File: src/hdl/afe_setup_cfg.svh
// Offsets, field positions, reset values and block power-enable bit indices of the set-up registers
`ifndef AFE_SETUP_CFG_SVH
`define AFE_SETUP_CFG_SVH
`define ADDR_POWER_SDO_MODE 6'h01
`define ADDR_BLOCK_POWER 6'h02
`define ADDR_SAMPLE_TIMING 6'h03
`define RST_POWER_SDO_MODE 8'h80
`define RST_BLOCK_POWER 8'h00
`define RST_SAMPLE_TIMING 8'h06
`define POS_POWER_EN 0
`define POS_SEL_EN 1
`define POS_SDO_LO 2
`define POS_SDO_HI 3
`define POS_MODE_LO 4
`define POS_MODE_HI 7
`define POS_RESREF_LO 0
`define POS_RESREF_HI 3
`define POS_FREE_RUN 4
`define POS_NARROW 5
`define POS_CHAN_LO 6
`define POS_CHAN_HI 7
`define BLK_BIAS 0
`define BLK_TOPBOT_REF 1
`define BLK_MID_REF 2
`define BLK_CLAMP_DAC 3
`define BLK_RED_SH 4
`define BLK_GREEN_SH 5
`define BLK_BLUE_SH 6
`define BLK_ADC 7
`endif

File: src/hdl/afe_setup_pkg.sv
// Types shared by the set-up register block
package afe_setup_pkg;
   typedef enum logic [1:0] {
      SDO_READBACK,
      SDO_TIMING_VIOLATION_FLAG,
      SDO_RANGE,
      SDO_SYNC
   } sdo_sel_t;
   typedef struct packed {
      logic [3:0] phases;
      logic cds;
      logic valid;
      logic [3:0] resref_max;
   } mode_info_t;
   typedef enum logic [1:0] {
      ST_IDLE,
      ST_ADDR,
      ST_DATA
   } ser_state_t;
endpackage : afe_setup_pkg

File: src/hdl/afe_phase_gen.sv
// Sample phase counter and video/reset sample pulse generator
`timescale 1ns/100ps
`include "afe_setup_cfg.svh"
module afe_phase_gen
   import afe_setup_pkg::*;
(
   // Clock and reset
   input wire logic clk_i,
   input wire logic resetn_i,
   // Configuration
   input wire logic [3:0] phases_i,
   input wire logic cds_i,
   input wire logic [3:0] resref_i,
   input wire logic free_run_i,
   input wire logic narrow_i,
   input wire logic sync_rise_i,
   // Sample strobes
   output logic video_sample_o,
   output logic reset_sample_o,
   output logic ref_sample_o,
   output logic clamp_o,
   output logic narrow_o,
   output logic sync_out_o
);
   typedef struct packed {
      logic [3:0] phase;
      logic vs;
      logic rs;
      logic ref_s;
      logic cl;
      logic nar;
      logic sync;
   } pg_state_t;
   pg_state_t q, d;
   logic [3:0] nxt;
   always_comb begin
      d = q;
      nxt = q.phase + 4'h1;
      if (sync_rise_i && !free_run_i) begin
         nxt = 4'h0;
      end else if (q.phase >= phases_i - 4'h1) begin
         nxt = 4'h0;
      end
      d.phase = nxt;
      d.sync = (nxt == 4'h0);
      d.vs = (nxt == 4'h0);
      d.rs = cds_i && (nxt == resref_i);
      d.cl = (nxt == resref_i);
      d.ref_s = !cds_i && (nxt == 4'h0);
      d.nar = narrow_i;
   end
   always_ff @(posedge clk_i or negedge resetn_i) begin
      if (!resetn_i) begin
         q <= '0;
      end else begin
         q <= d;
      end
   end
   assign video_sample_o = q.vs;
   assign reset_sample_o = q.rs;
   assign ref_sample_o = q.ref_s;
   assign clamp_o = q.cl;
   assign narrow_o = q.nar;
   assign sync_out_o = q.sync;
endmodule : afe_phase_gen

File: src/hdl/afe_setup_control_regs.sv
// Set-up registers 1 to 3 with serial control port, power enables and serial output mux
`timescale 1ns/100ps
`include "afe_setup_cfg.svh"
module afe_setup_control_regs
   import afe_setup_pkg::*;
(
   // Clock and reset
   input wire logic clk_i,
   input wire logic resetn_i,
   // Serial control port
   input wire logic sclk_i,
   input wire logic sdi_i,
   input wire logic sen_i,
   output logic sdo_o,
   output logic sdo_oe_o,
   // Sample timing
   input wire logic sample_sync_i,
   input wire logic out_of_range_i,
   // Power enables, one per internal block
   output logic [7:0] block_power_o,
   // Sampling configuration
   output logic [3:0] mode_o,
   output logic [3:0] reset_ref_position_o,
   output logic [1:0] channel_o,
   output logic video_sample_o,
   output logic reset_sample_o,
   output logic ref_sample_o,
   output logic clamp_o,
   output logic narrow_o,
   output logic timing_violation_o
);
   typedef struct packed {
      logic [2:0] sclk_sy;
      logic [1:0] sdi_sy;
      logic [1:0] sen_sy;
      logic [1:0] sync_sy;
      logic [1:0] oor_sy;
      logic sync_prev;
      ser_state_t st;
      logic [3:0] cnt;
      logic rd;
      logic [5:0] addr;
      logic [7:0] shreg;
      logic [7:0] setup1;
      logic [7:0] setup2;
      logic [7:0] setup3;
      logic [7:0] power;
      logic sdo;
      logic sdo_oe;
      logic timing_violation_flag;
   } top_state_t;
   top_state_t q, d;
   mode_info_t mi;
   logic sclk_rise;
   logic sclk_fall;
   logic sync_rise;
   logic pg_sync;
   sdo_sel_t sel;

   function automatic mode_info_t decode_mode(input logic [3:0] m);
      mode_info_t r;
      r.cds = ~m[0];
      r.valid = 1'b1;
      case (m[3:1])
         3'h0: r.phases = 4'h8;
         3'h1: r.phases = 4'h1;
         3'h2: r.phases = 4'h6;
         3'h4: r.phases = 4'hc;
         3'h6: r.phases = 4'h8;
         default: begin
            r.phases = 4'hc;
            r.valid = 1'b0;
         end
      endcase
      r.resref_max = r.phases - 4'h1;
      return r;
   endfunction : decode_mode

   function automatic logic [7:0] read_reg(input logic [5:0] a, input top_state_t s);
      logic [7:0] v;
      v = 8'h00;
      if (a == `ADDR_POWER_SDO_MODE) begin
         v = s.setup1;
      end else if (a == `ADDR_BLOCK_POWER) begin
         v = s.setup2;
      end else if (a == `ADDR_SAMPLE_TIMING) begin
         v = s.setup3;
      end
      return v;
   endfunction : read_reg

   always_comb begin
      mi = decode_mode(q.setup1[`POS_MODE_HI:`POS_MODE_LO]);
      sel = sdo_sel_t'(q.setup1[`POS_SDO_HI:`POS_SDO_LO]);
   end
   assign sclk_rise = q.sclk_sy[1] && !q.sclk_sy[2];
   assign sclk_fall = !q.sclk_sy[1] && q.sclk_sy[2];
   // one rising edge per sync pulse
   assign sync_rise = q.sync_sy[1] && !q.sync_prev;

   always_comb begin
      d = q;
      d.sclk_sy = {q.sclk_sy[1:0], sclk_i};
      d.sdi_sy = {q.sdi_sy[0], sdi_i};
      d.sen_sy = {q.sen_sy[0], sen_i};
      d.sync_sy = {q.sync_sy[0], sample_sync_i};
      d.oor_sy = {q.oor_sy[0], out_of_range_i};
      d.sync_prev = q.sync_sy[1];
      // Frame: read bit, six address bits, eight data bits
      case (q.st)
         ST_IDLE: begin
            d.cnt = 4'h0;
            if (!q.sen_sy[1]) begin
               d.st = ST_ADDR;
            end
         end
         ST_ADDR: begin
            if (q.sen_sy[1]) begin
               d.st = ST_IDLE;
            end else if (sclk_rise) begin
               if (q.cnt == 4'h0) begin
                  d.rd = q.sdi_sy[1];
               end else begin
                  d.addr = {q.addr[4:0], q.sdi_sy[1]};
               end
               d.cnt = q.cnt + 4'h1;
               if (q.cnt == 4'h6) begin
                  d.st = ST_DATA;
                  d.cnt = 4'h0;
                  d.shreg = read_reg({q.addr[4:0], q.sdi_sy[1]}, q);
               end
            end
         end
         ST_DATA: begin
            if (q.sen_sy[1]) begin
               d.st = ST_IDLE;
               if (!q.rd && q.cnt == 4'h8) begin
                  if (q.addr == `ADDR_POWER_SDO_MODE) begin
                     d.setup1 = q.shreg;
                  end else if (q.addr == `ADDR_BLOCK_POWER) begin
                     d.setup2 = q.shreg;
                  end else if (q.addr == `ADDR_SAMPLE_TIMING) begin
                     d.setup3 = q.shreg;
                  end
               end
            end else if (sclk_rise && q.cnt != 4'h8) begin
               d.cnt = q.cnt + 4'h1;
               if (!q.rd) begin
                  d.shreg = {q.shreg[6:0], q.sdi_sy[1]};
               end
            end else if (sclk_fall && q.rd && q.cnt != 4'h0) begin
               d.shreg = {q.shreg[6:0], 1'b0};
            end
         end
         default: d.st = ST_IDLE;
      endcase
      if (q.setup1[`POS_SEL_EN]) begin
         d.power = q.setup2;
      end else begin
         d.power = {8{q.setup1[`POS_POWER_EN]}};
      end
      d.timing_violation_flag = !mi.valid || (q.setup3[`POS_RESREF_HI:`POS_RESREF_LO] > mi.resref_max);
      case (sel)
         SDO_READBACK: begin
            d.sdo_oe = (q.st == ST_DATA) && q.rd;
            d.sdo = q.shreg[7];
         end
         SDO_TIMING_VIOLATION_FLAG: begin
            d.sdo_oe = 1'b1;
            d.sdo = q.timing_violation_flag;
         end
         SDO_RANGE: begin
            d.sdo_oe = 1'b1;
            d.sdo = q.oor_sy[1];
         end
         default: begin
            d.sdo_oe = 1'b1;
            d.sdo = pg_sync;
         end
      endcase
   end

   always_ff @(posedge clk_i or negedge resetn_i) begin
      if (!resetn_i) begin
         q <= '0;
         q.sclk_sy <= 3'h0;
         q.sen_sy <= 2'h3;
         q.st <= ST_IDLE;
         q.setup1 <= `RST_POWER_SDO_MODE;
         q.setup2 <= `RST_BLOCK_POWER;
         q.setup3 <= `RST_SAMPLE_TIMING;
      end else begin
         q <= d;
      end
   end

   afe_phase_gen u_phase (
      .clk_i(clk_i),
      .resetn_i(resetn_i),
      .phases_i(mi.phases),
      .cds_i(mi.cds),
      .resref_i(q.setup3[`POS_RESREF_HI:`POS_RESREF_LO]),
      .free_run_i(q.setup3[`POS_FREE_RUN]),
      .narrow_i(q.setup3[`POS_NARROW]),
      .sync_rise_i(sync_rise),
      .video_sample_o(video_sample_o),
      .reset_sample_o(reset_sample_o),
      .ref_sample_o(ref_sample_o),
      .clamp_o(clamp_o),
      .narrow_o(narrow_o),
      .sync_out_o(pg_sync)
   );

   assign sdo_o = q.sdo;
   assign sdo_oe_o = q.sdo_oe;
   assign block_power_o = q.power;
   assign mode_o = q.setup1[`POS_MODE_HI:`POS_MODE_LO];
   assign reset_ref_position_o = q.setup3[`POS_RESREF_HI:`POS_RESREF_LO];
   assign channel_o = q.setup3[`POS_CHAN_HI:`POS_CHAN_LO];
   assign timing_violation_o = q.timing_violation_flag;
endmodule : afe_setup_control_regs

File: config.mk
export PLATFORM = sky130hd
export DESIGN_NAME = afe_setup_control_regs
export DESIGN_NICKNAME = d
export VERILOG_FILES = /design/src/hdl/afe_setup_pkg.sv /design/src/hdl/afe_phase_gen.sv /design/src/hdl/afe_setup_control_regs.sv
export VERILOG_INCLUDE_DIRS = /design/src /design/src/hdl
export SDC_FILE = /design/constraint.sdc
export NUM_CORES = 1
export LEC_CHECK = 0
export ABC_AREA = 1
export BUFFER_PORTS_ARGS = -buffer_cell sky130_fd_sc_hd__buf_4
export CORE_UTILIZATION = 40
export CTS_CLUSTER_DIAMETER = 80
export DETAILED_ROUTE_END_ITERATION = 16
export PLACE_DENSITY = 0.64
export SLEW_MARGIN = 10
export SYNTH_ARGS = -nofsm -noshare
export SYNTH_HDL_FRONTEND = slang
export SYNTH_SLANG_ARGS = --single-unit
File: constraint.sdc
create_clock -name clk_i -period 5 [get_ports clk_i]
set_clock_uncertainty 0.15 [all_clocks]
set_input_delay 0.5 -clock clk_i [delete_from_list [all_inputs] [get_ports clk_i]]
set_output_delay 0.5 -clock clk_i [all_outputs]
set_load 0.01 [all_outputs]
# [Word-level counts from Yosys, hierarchy flattened]
# Cells that the tools add are included.
[word_totals] reg_bits=77 latchBits=0 ramBits=0 mem_bits_ro=0 in_bits=7 elab_cells=126 mem_count=0
[classes] add_sub_neg=3 multipliers=0 n_div=0 order_cmp=2 n_eq_ne=29 shifts=0 n_mux=27 bitwise=5 reduce_logical=36
[op_table] op="two-way mux 8 bit" count=9
[op_table] op="equality test 6 x 2 -> 1 bit, second input constant" count=4
[op_table] op="case mux 4 bit (3 select lines)" count=2
[op_table] op="two-way mux 21 bit" count=1
[op_table] op="two-way mux 19 bit" count=1
[op_table] op="two-way mux 4 bit" count=4
[op_table] op="case mux 8 bit (2 select lines)" count=1
[op_table] op="AND reduction 4 bit" count=4
[op_table] op="!= test 2 bit, second input constant" count=7
[op_table] op="equality test 6 x 1 -> 1 bit, second input constant" count=2
[op_table] op="two-way mux 6 bit" count=2
[op_table] op="!= test 3 bit, second input constant" count=4
[op_table] op="case mux 2 bit (3 select lines)" count=2
[op_table] op="logical AND 1 bit" count=11
[op_table] op="AND reduction 5 bit" count=2
[op_table] op="adder 4 x 1 -> 4 bit, second input constant" count=2
[op_table] op="zero test 4 bit" count=2
[op_table] op="AND reduction 7 bit" count=1
[op_table] op="equality test 3 bit, second input constant" count=2
[op_table] op="zero test 1 bit" count=6
[op_table] op="two-way mux 2 bit" count=3
[op_table] op="AND reduction 6 bit" count=1
[op_table] op="NOT 1 bit" count=5
[op_table] op="OR reduction 5 bit" count=1
[op_table] op="19 further kinds" count=23

# [Depth between registers and ports, before layout]
# Gate-level depths: netlist of the first run.
[logic_depth] depth_word=9 ltp_mapped=18 mapped_depth_nobuf=18

# [By module]
# A second synthesis of the first run with hierarchy kept.
[hier_totals] hier_cells=490 area_unflattened_um2=4206.5
[by_module_without_submodules] module="afe_setup_control_regs" instances=1 cells_per_inst=406 area_per_inst_um2=3582.2
[by_module_without_submodules] module="afe_phase_gen" instances=1 cells_per_inst=84 area_per_inst_um2=624.3

# [Worst setup path before layout of the first run]
# OpenSTA, ideal clock, no wires.
[synth_timing] kind="reg2reg" start="register q, in the netlist mode_o[3]" end="register u_phase.q, in the netlist u_phase.reset_sample_o" t_arrival_ns=2.053 required_ns=4.781 setup_slack_ns=2.728 path_stages_with_launch=18 n_path_buf=0 period_less_slack_ns=2.272 path_cell_list="dfstp_2 > inv_2 > nand2_2 > inv_1 > nand2_1 > ha_1 > ha_1 > nand2_1 > nand2_1 > nand2_1 > nand3_2 > nand2_4 > nand3_2 > nand2_1 > nand2_1 > nor2_1 > nand2_1 > nor2_2"
[synth_lines] element="start: declaration" line="afe_setup_control_regs.sv:52" text="top_state_t q, d;"
[synth_lines] element="end signal: assignment" line="afe_phase_gen.sv:54" text="q <= '0;"
[synth_lines] element="end signal: assignment" line="afe_phase_gen.sv:56" text="q <= d;"
[synth_lines] element="end: declaration" line="afe_phase_gen.sv:34" text="pg_state_t q, d;"

==> results of run 1 <==
path summary, 6_finish.rpt:
path / slack, ps / endpoint
setup / recovery: 2540 / u_phase.reset_sample_o$_DFF_PN0_
hold / removal: 90 / d[60]$_DFF_PN0_
setup reg to reg: 2540 / u_phase.reset_sample_o$_DFF_PN0_
hold reg to reg: 200 / q[58]$_DFF_PN0_
max in group asynchronous: 3940 / u_phase.narrow_o$_DFF_PN0_
min in group asynchronous: 130 / u_phase.video_sample_o$_DFF_PN0_
layer usage:
layer | track usage | part of all wire | up-vias
met5 | 0 | 0 | -
met4 | 0.0702 | 0.015 | 0
met3 | 0.0425 | 0.043 | 11
met2 | 0.265 | 0.46 | 51
met1 | 0.237 | 0.48 | 1327
li1 | - | - | 1429
metrics by stage:
step | instance area (sq um) | cells | util | total power, uW | hold slack [ps]
after floorplan | 3850 | 434 | - | 1080 | 54.4
after global placement | 4090 | 572 | 0.441 | 1200 | 182
after detailed placement | 4090 | 572 | 0.441 | 1210 | 186
after CTS | 4320 | 588 | 0.465 | 1740 | 84.2
after global routing | 4320 | 588 | 0.465 | 1850 | 75.5
final | 4320 | 588 | 0.465 | 1730 | 94.5
cell families (layout without fill, tap and decap cells):
group | count (synthesis) | count (layout) | share of synthesized area
adder cells (fa/ha/maj) | 19 | 19 | 0.0618
AND/OR/NAND/NOR | 141 | 141 | 0.181
AO/OA/AOI/OAI | 96 | 96 | 0.132
flip-flops | 77 | 77 | 0.502
multiplexers | 2 | 2 | 0.00585
XOR/XNOR | 1 | 1 | 0.00228
buffers and inverters | 98 | 123 | 0.114
where the power goes:
group	internal, uW	total [uW]	switching, uW
clock	309	529	221
combinational	157	434	277
sequential	702	763	60.7
worst register-to-register path: stages, from the launching register on:
cell,delay [ps]
dfstp_2,560
inv_2,60
nand2_2,70
inv_1,50
nand2_1,90
ha_1,260
ha_1,280
nand2_1,100
nand2_1,60
nand2_1,70
nand3_2,90
nand2_4,110
nand3_2,90
nand2_1,70
nand2_1,50
nor2_1,90
nand2_1,80
nor2_2,80
final cells by class:
type	count	area (sq um)
fill	910	4970
sequential	77	1930
multi-input combinational	259	1470
inverter	75	282
timing repair buffer	32	240
tap	129	161
clock buffer	13	159
clock inverter	3	67.6
placed cells by master (no fill, tap or decap), types with 11 or more instances in the layout:
master     n
nand3_2   11
a21oi_1   25
inv_1     70
nor2_1    28
o21ai_0   54
buf_4     32
dfrtp_1   72
clkbuf_8  11
nand2_1   70
ha_1      19
state kept, by name, indices dropped and copies added, names as in the netlist, 2 cells and up:
signal / flops
channel_o: 2
q: 40
mode_o: 4
block_power_o: 8
reset_ref_position_o: 4
d: 7
u_phase.q: 4
==> results.toml, run 1 <==
[outcome]
status = "completed"

[critical_path]
critPathMaxFanout = 8
crit_path_frequent_cell = "nand2_1"
cp.buffers_inverters = 2
crit_chain = "inv_2 > nand2_2 > inv_1 > nand2_1 > ha_1 > ha_1 > nand2_1 > nand2_1 > nand2_1 > nand3_2 > nand2_4 > nand3_2 > nand2_1 > nand2_1 > nor2_1 > nand2_1 > nor2_2"
cpPeakStageDelay_ps = 560
reg2regPathDepth = 17
cp-start-kind = "register"
cp_data_arrival_time_ps = 2610
setup.worst_path.start = "mode_o[3]$_DFFE_PN1P_"
crit_cells = 17
critPathRequiredTime_ps = 5140
critical_path_class = "reg2reg"
path_delay_family = "simple AND/OR/NAND/NOR gates"
cp_slowest_cell = "dfstp_2"
r2r-start = "mode_o[3]$_DFFE_PN1P_"
end_kind = "register"

[floorplan]
fp.dieH_microns = 100
core_area_sq_mm = 0.00928
rows = 35
die_area_sq_mm = 0.0100
die_w_microns = 100
top_level_ports = 33
initial_utilization = 0.414

[global_route]
grt_use_total = 0.173
grt_pass1_wl_microns = 13300
antenna_found_initial = 0
grt_max_degree = 78
grt_overflow = 0
grt_pass1_vias = 2791

[clock_tree]
cts_root_buf = "clkbuf_8"
cts_buffers = 9
h-tree-depth = 3
cts-resized-gates = 0
postCtsHoldBufs = 0
post-cts-setup-buffers = 0
clk_pin_slew_worst_paths_ps = 70
clock-sinks = 77
clockBufferDepth = 2
tritoncts = "yes"
clk-insertion-delay-late_ps = 360

[sta]
fin_crit_ps = 2460
worstMarginPinSlew_ps = 962
finalMaxSlewViolations = 0
hold_viol_final = 0
timing.fmax_mhz = 406
fin_ws_ps = 2540
period_share = 0.492
maxSlewHeadroom = 0.359
tns_ps = 0
setup_viol = 0
grt_setup_unrepaired = "false"

[yosys]
synth_top_area_frac = 0.468
synth_edf_count = 0
ys_top_cells_by_count = "dfrtp_1, inv_1, nand2_1"
syn_area_sq_mm = 0.00385
yosys_most_used_dff = "dfrtp_1"
yosysTopAreaCell = "dfrtp_1"
ys_seq_area_frac = 0.502
yosys_warnings = 0
synth_area_per_cell_sq_um = 8.87
yosysUniqueCellTypes = 31
yosysMostFrequentCell = "dfrtp_1"
synthArstFlopShare = 1.00
synth_area_leaders = "dfrtp_1, o21ai_0, inv_1, nand2_1, ha_1"
syn-num-nets = 460
ys_ff_latch = 77
syn_inst = 434

[drt]
vias_per_cell = 4.79
via_count = 2818
wl_per_cell_microns = 12.9
route.final.wire_length_microns = 7610
ant_nets = 0
drt_iter0_drc = 190
dr.pass1.iters = 4
drc = 0

[power_and_ir_drop]
leakage_uw = 0.00211
max-vdd-ir-drop_mv = 0.218
power_density_mw_per_mm2 = 400

[final_layout]
diodes = 0
areaGrowthSynthToFinish_pct = 12.2
nets = 480
drive_gt1_frac = 0.172

[place]
io_buffers = 32
dp_worst_setup_slack_ps = 2540
dp_hpwl_microns = 5490
gp_congestion = 0.804

[min_path]
holdCritPathClass = "in2reg"
min-delay-start = "sample_sync_i"
worst_hold_path.num_cells = 1

[job]
drv_cap = 0
Power figures use the tool's default switching activity.
==> run 2: changes to the inputs <==
clock period = 2.4 ns   (was 5 ns; I/O delays follow)
==> run 2 against run 1 <==
Net effect:
- non-clock buffer count rose by 21
- critical path depth did not move
- flip-flop and latch count did not move
- sequential power rose by 110%
- sequential share of layout area fell by 2.8 points
- die area did not move
- global-route usage rose by 0.20 points
- utilization rose by 3.1 points
==> results.toml, run 2 (synthesized netlist as in run 1, its figures left out) <==
[outcome]
status = "completed"

[sta]
maxSlewHeadroom = 0.632
finalMaxSlewViolations = 0
fin_crit_ps = 2380
hold_viol_final = 0
worstMarginPinSlew_ps = 550
period_share = 0.990
whs_ps = 202
timing.fmax_mhz = 421
fin_ws_ps = 23.0
grt_setup_unrepaired = "true"
setup_viol = 0

[clock_tree]
cts_root_buf = "clkbuf_8"
clk_pin_slew_worst_paths_ps = 80
tritoncts = "yes"
clockBufferDepth = 2
clk-insertion-delay-late_ps = 350
clock-sinks = 77
cts_buffers = 9
h-tree-depth = 3

[floorplan]
rows = 35
core_area_sq_mm = 0.00928
initial_utilization = 0.414
top_level_ports = 33
die_area_sq_mm = 0.0100
die_w_microns = 100
fp.dieH_microns = 100

[final_layout]
largest_reg_flops = 40
multi_input_comb_area_sq_mm = 0.00160
nets = 501
diodes = 0
areaGrowthSynthToFinish_pct = 19.7
seq_area_sq_mm = 0.00193
drive_gt1_frac = 0.240
fill_cells = 868
regMostFlops = "q"
final_cell_mix = "dfrtp_1, inv_1, nand2_1"
final_common_cell = "dfrtp_1"

[drt]
via_count = 2976
wl_per_cell_microns = 13.4
drc = 0
vias_per_cell = 4.89
ant_nets = 0
dr.pass1.iters = 5
route.final.wire_length_microns = 8160
drt_iter0_drc = 253

[place]
gp_congestion = 0.839
dp_worst_setup_slack_ps = -78.6
dp_hpwl_microns = 5690
io_buffers = 32

[critical_path]
cp_slowest_cell = "dfstp_2"
cp_data_arrival_time_ps = 2510
end_kind = "register"
crit_cells = 17
crit_chain = "inv_2 > nand2_2 > inv_2 > nand2_4 > ha_4 > ha_4 > nand2_4 > nand3b_1 > nand2_1 > inv_2 > nand2_8 > nand3_4 > nand2_2 > nand2_2 > nor2_2 > nand2_2 > nor2_2"
cp.buffers_inverters = 3
crit_path_frequent_cell = "nand2_2"
reg2regPathDepth = 17
critPathMaxFanout = 8
critical_path_class = "reg2reg"
cp-start-kind = "register"
cpPeakStageDelay_ps = 540
path_delay_family = "simple AND/OR/NAND/NOR gates"
critPathRequiredTime_ps = 2530

[global_route]
grt_overflow = 0
grt_use_total = 0.175
antenna_found_initial = 0
grt_pass1_wl_microns = 13500
grt_max_degree = 41
grt_pass1_vias = 2838

[power_and_ir_drop]
power_density_mw_per_mm2 = 812
max-vdd-ir-drop_mv = 0.347
leakage_uw = 0.00220

[min_path]
worst_hold_path.num_cells = 0
holdCritPathClass = "reg2reg"

[job]
drv_cap = 0
[run 2: area by class of cell]
class | instances | share of cell area
clock buffer | 10 | 0.0299
clock inverter | 6 | 0.0136
inverter | 75 | 0.0611
multi-input combinational | 259 | 0.348
sequential | 77 | 0.420
tap | 129 | 0.0351
timing repair buffer | 53 | 0.0929
[run 2: timing repair]
item / CTS / global route
resized for setup: 7 / 24
setup endpoints to repair: 2 / 4
hold buffers: 6 / 0
buffers inserted: 4 / 4
pin swaps: 9 / 12
hold endpoints to repair: 42 / 0
[run 2: where the power goes]
part           internal [uW]  switching, uW  leakage [uW]
clock                    505            481     0.0000943
combinational            463            701       0.00111
sequential              1460            125       0.00101
total                   2430           1310       0.00220
[run 2: metal layers]
layer / global-route usage / vias up / part of all wire
li1: - / 1473 / -
met1: 0.235 / 1423 / 0.48
met2: 0.282 / 70 / 0.47
met3: 0.0383 / 10 / 0.041
met4: 0.0624 / 0 / 0.012
met5: 0 / - / 0
[run 2: stage by stage]
step                      utilization  instances  TNS [ps]  area [sq um]  power [uW]
after floorplan                     -        434         0          3850        2240
after global placement          0.446        579         0          4140        2490
after detailed placement        0.446        579      -131          4140        2520
after CTS                       0.483        605         0          4480        3560
after global routing            0.496        609      -228          4600        3980
final                           0.496        609         0          4600        3740
[run 2: final timing paths]
path | from | endpoint | slack (ps)
setup / recovery | mode_o[3]$_DFFE_PN1P_ | u_phase.reset_sample_o$_DFF_PN0_ | 20
hold / removal | d[64]$_DFF_PN0_ | q[64]$_DFF_PN0_ | 200
setup reg to reg | mode_o[3]$_DFFE_PN1P_ | u_phase.reset_sample_o$_DFF_PN0_ | 20
hold reg to reg | d[64]$_DFF_PN0_ | q[64]$_DFF_PN0_ | 200
max in group asynchronous | resetn_i | reset_ref_position_o[2]$_DFFE_PN1P_ | 1110
min in group asynchronous | resetn_i | d[58]$_DFF_PN0_ | 250
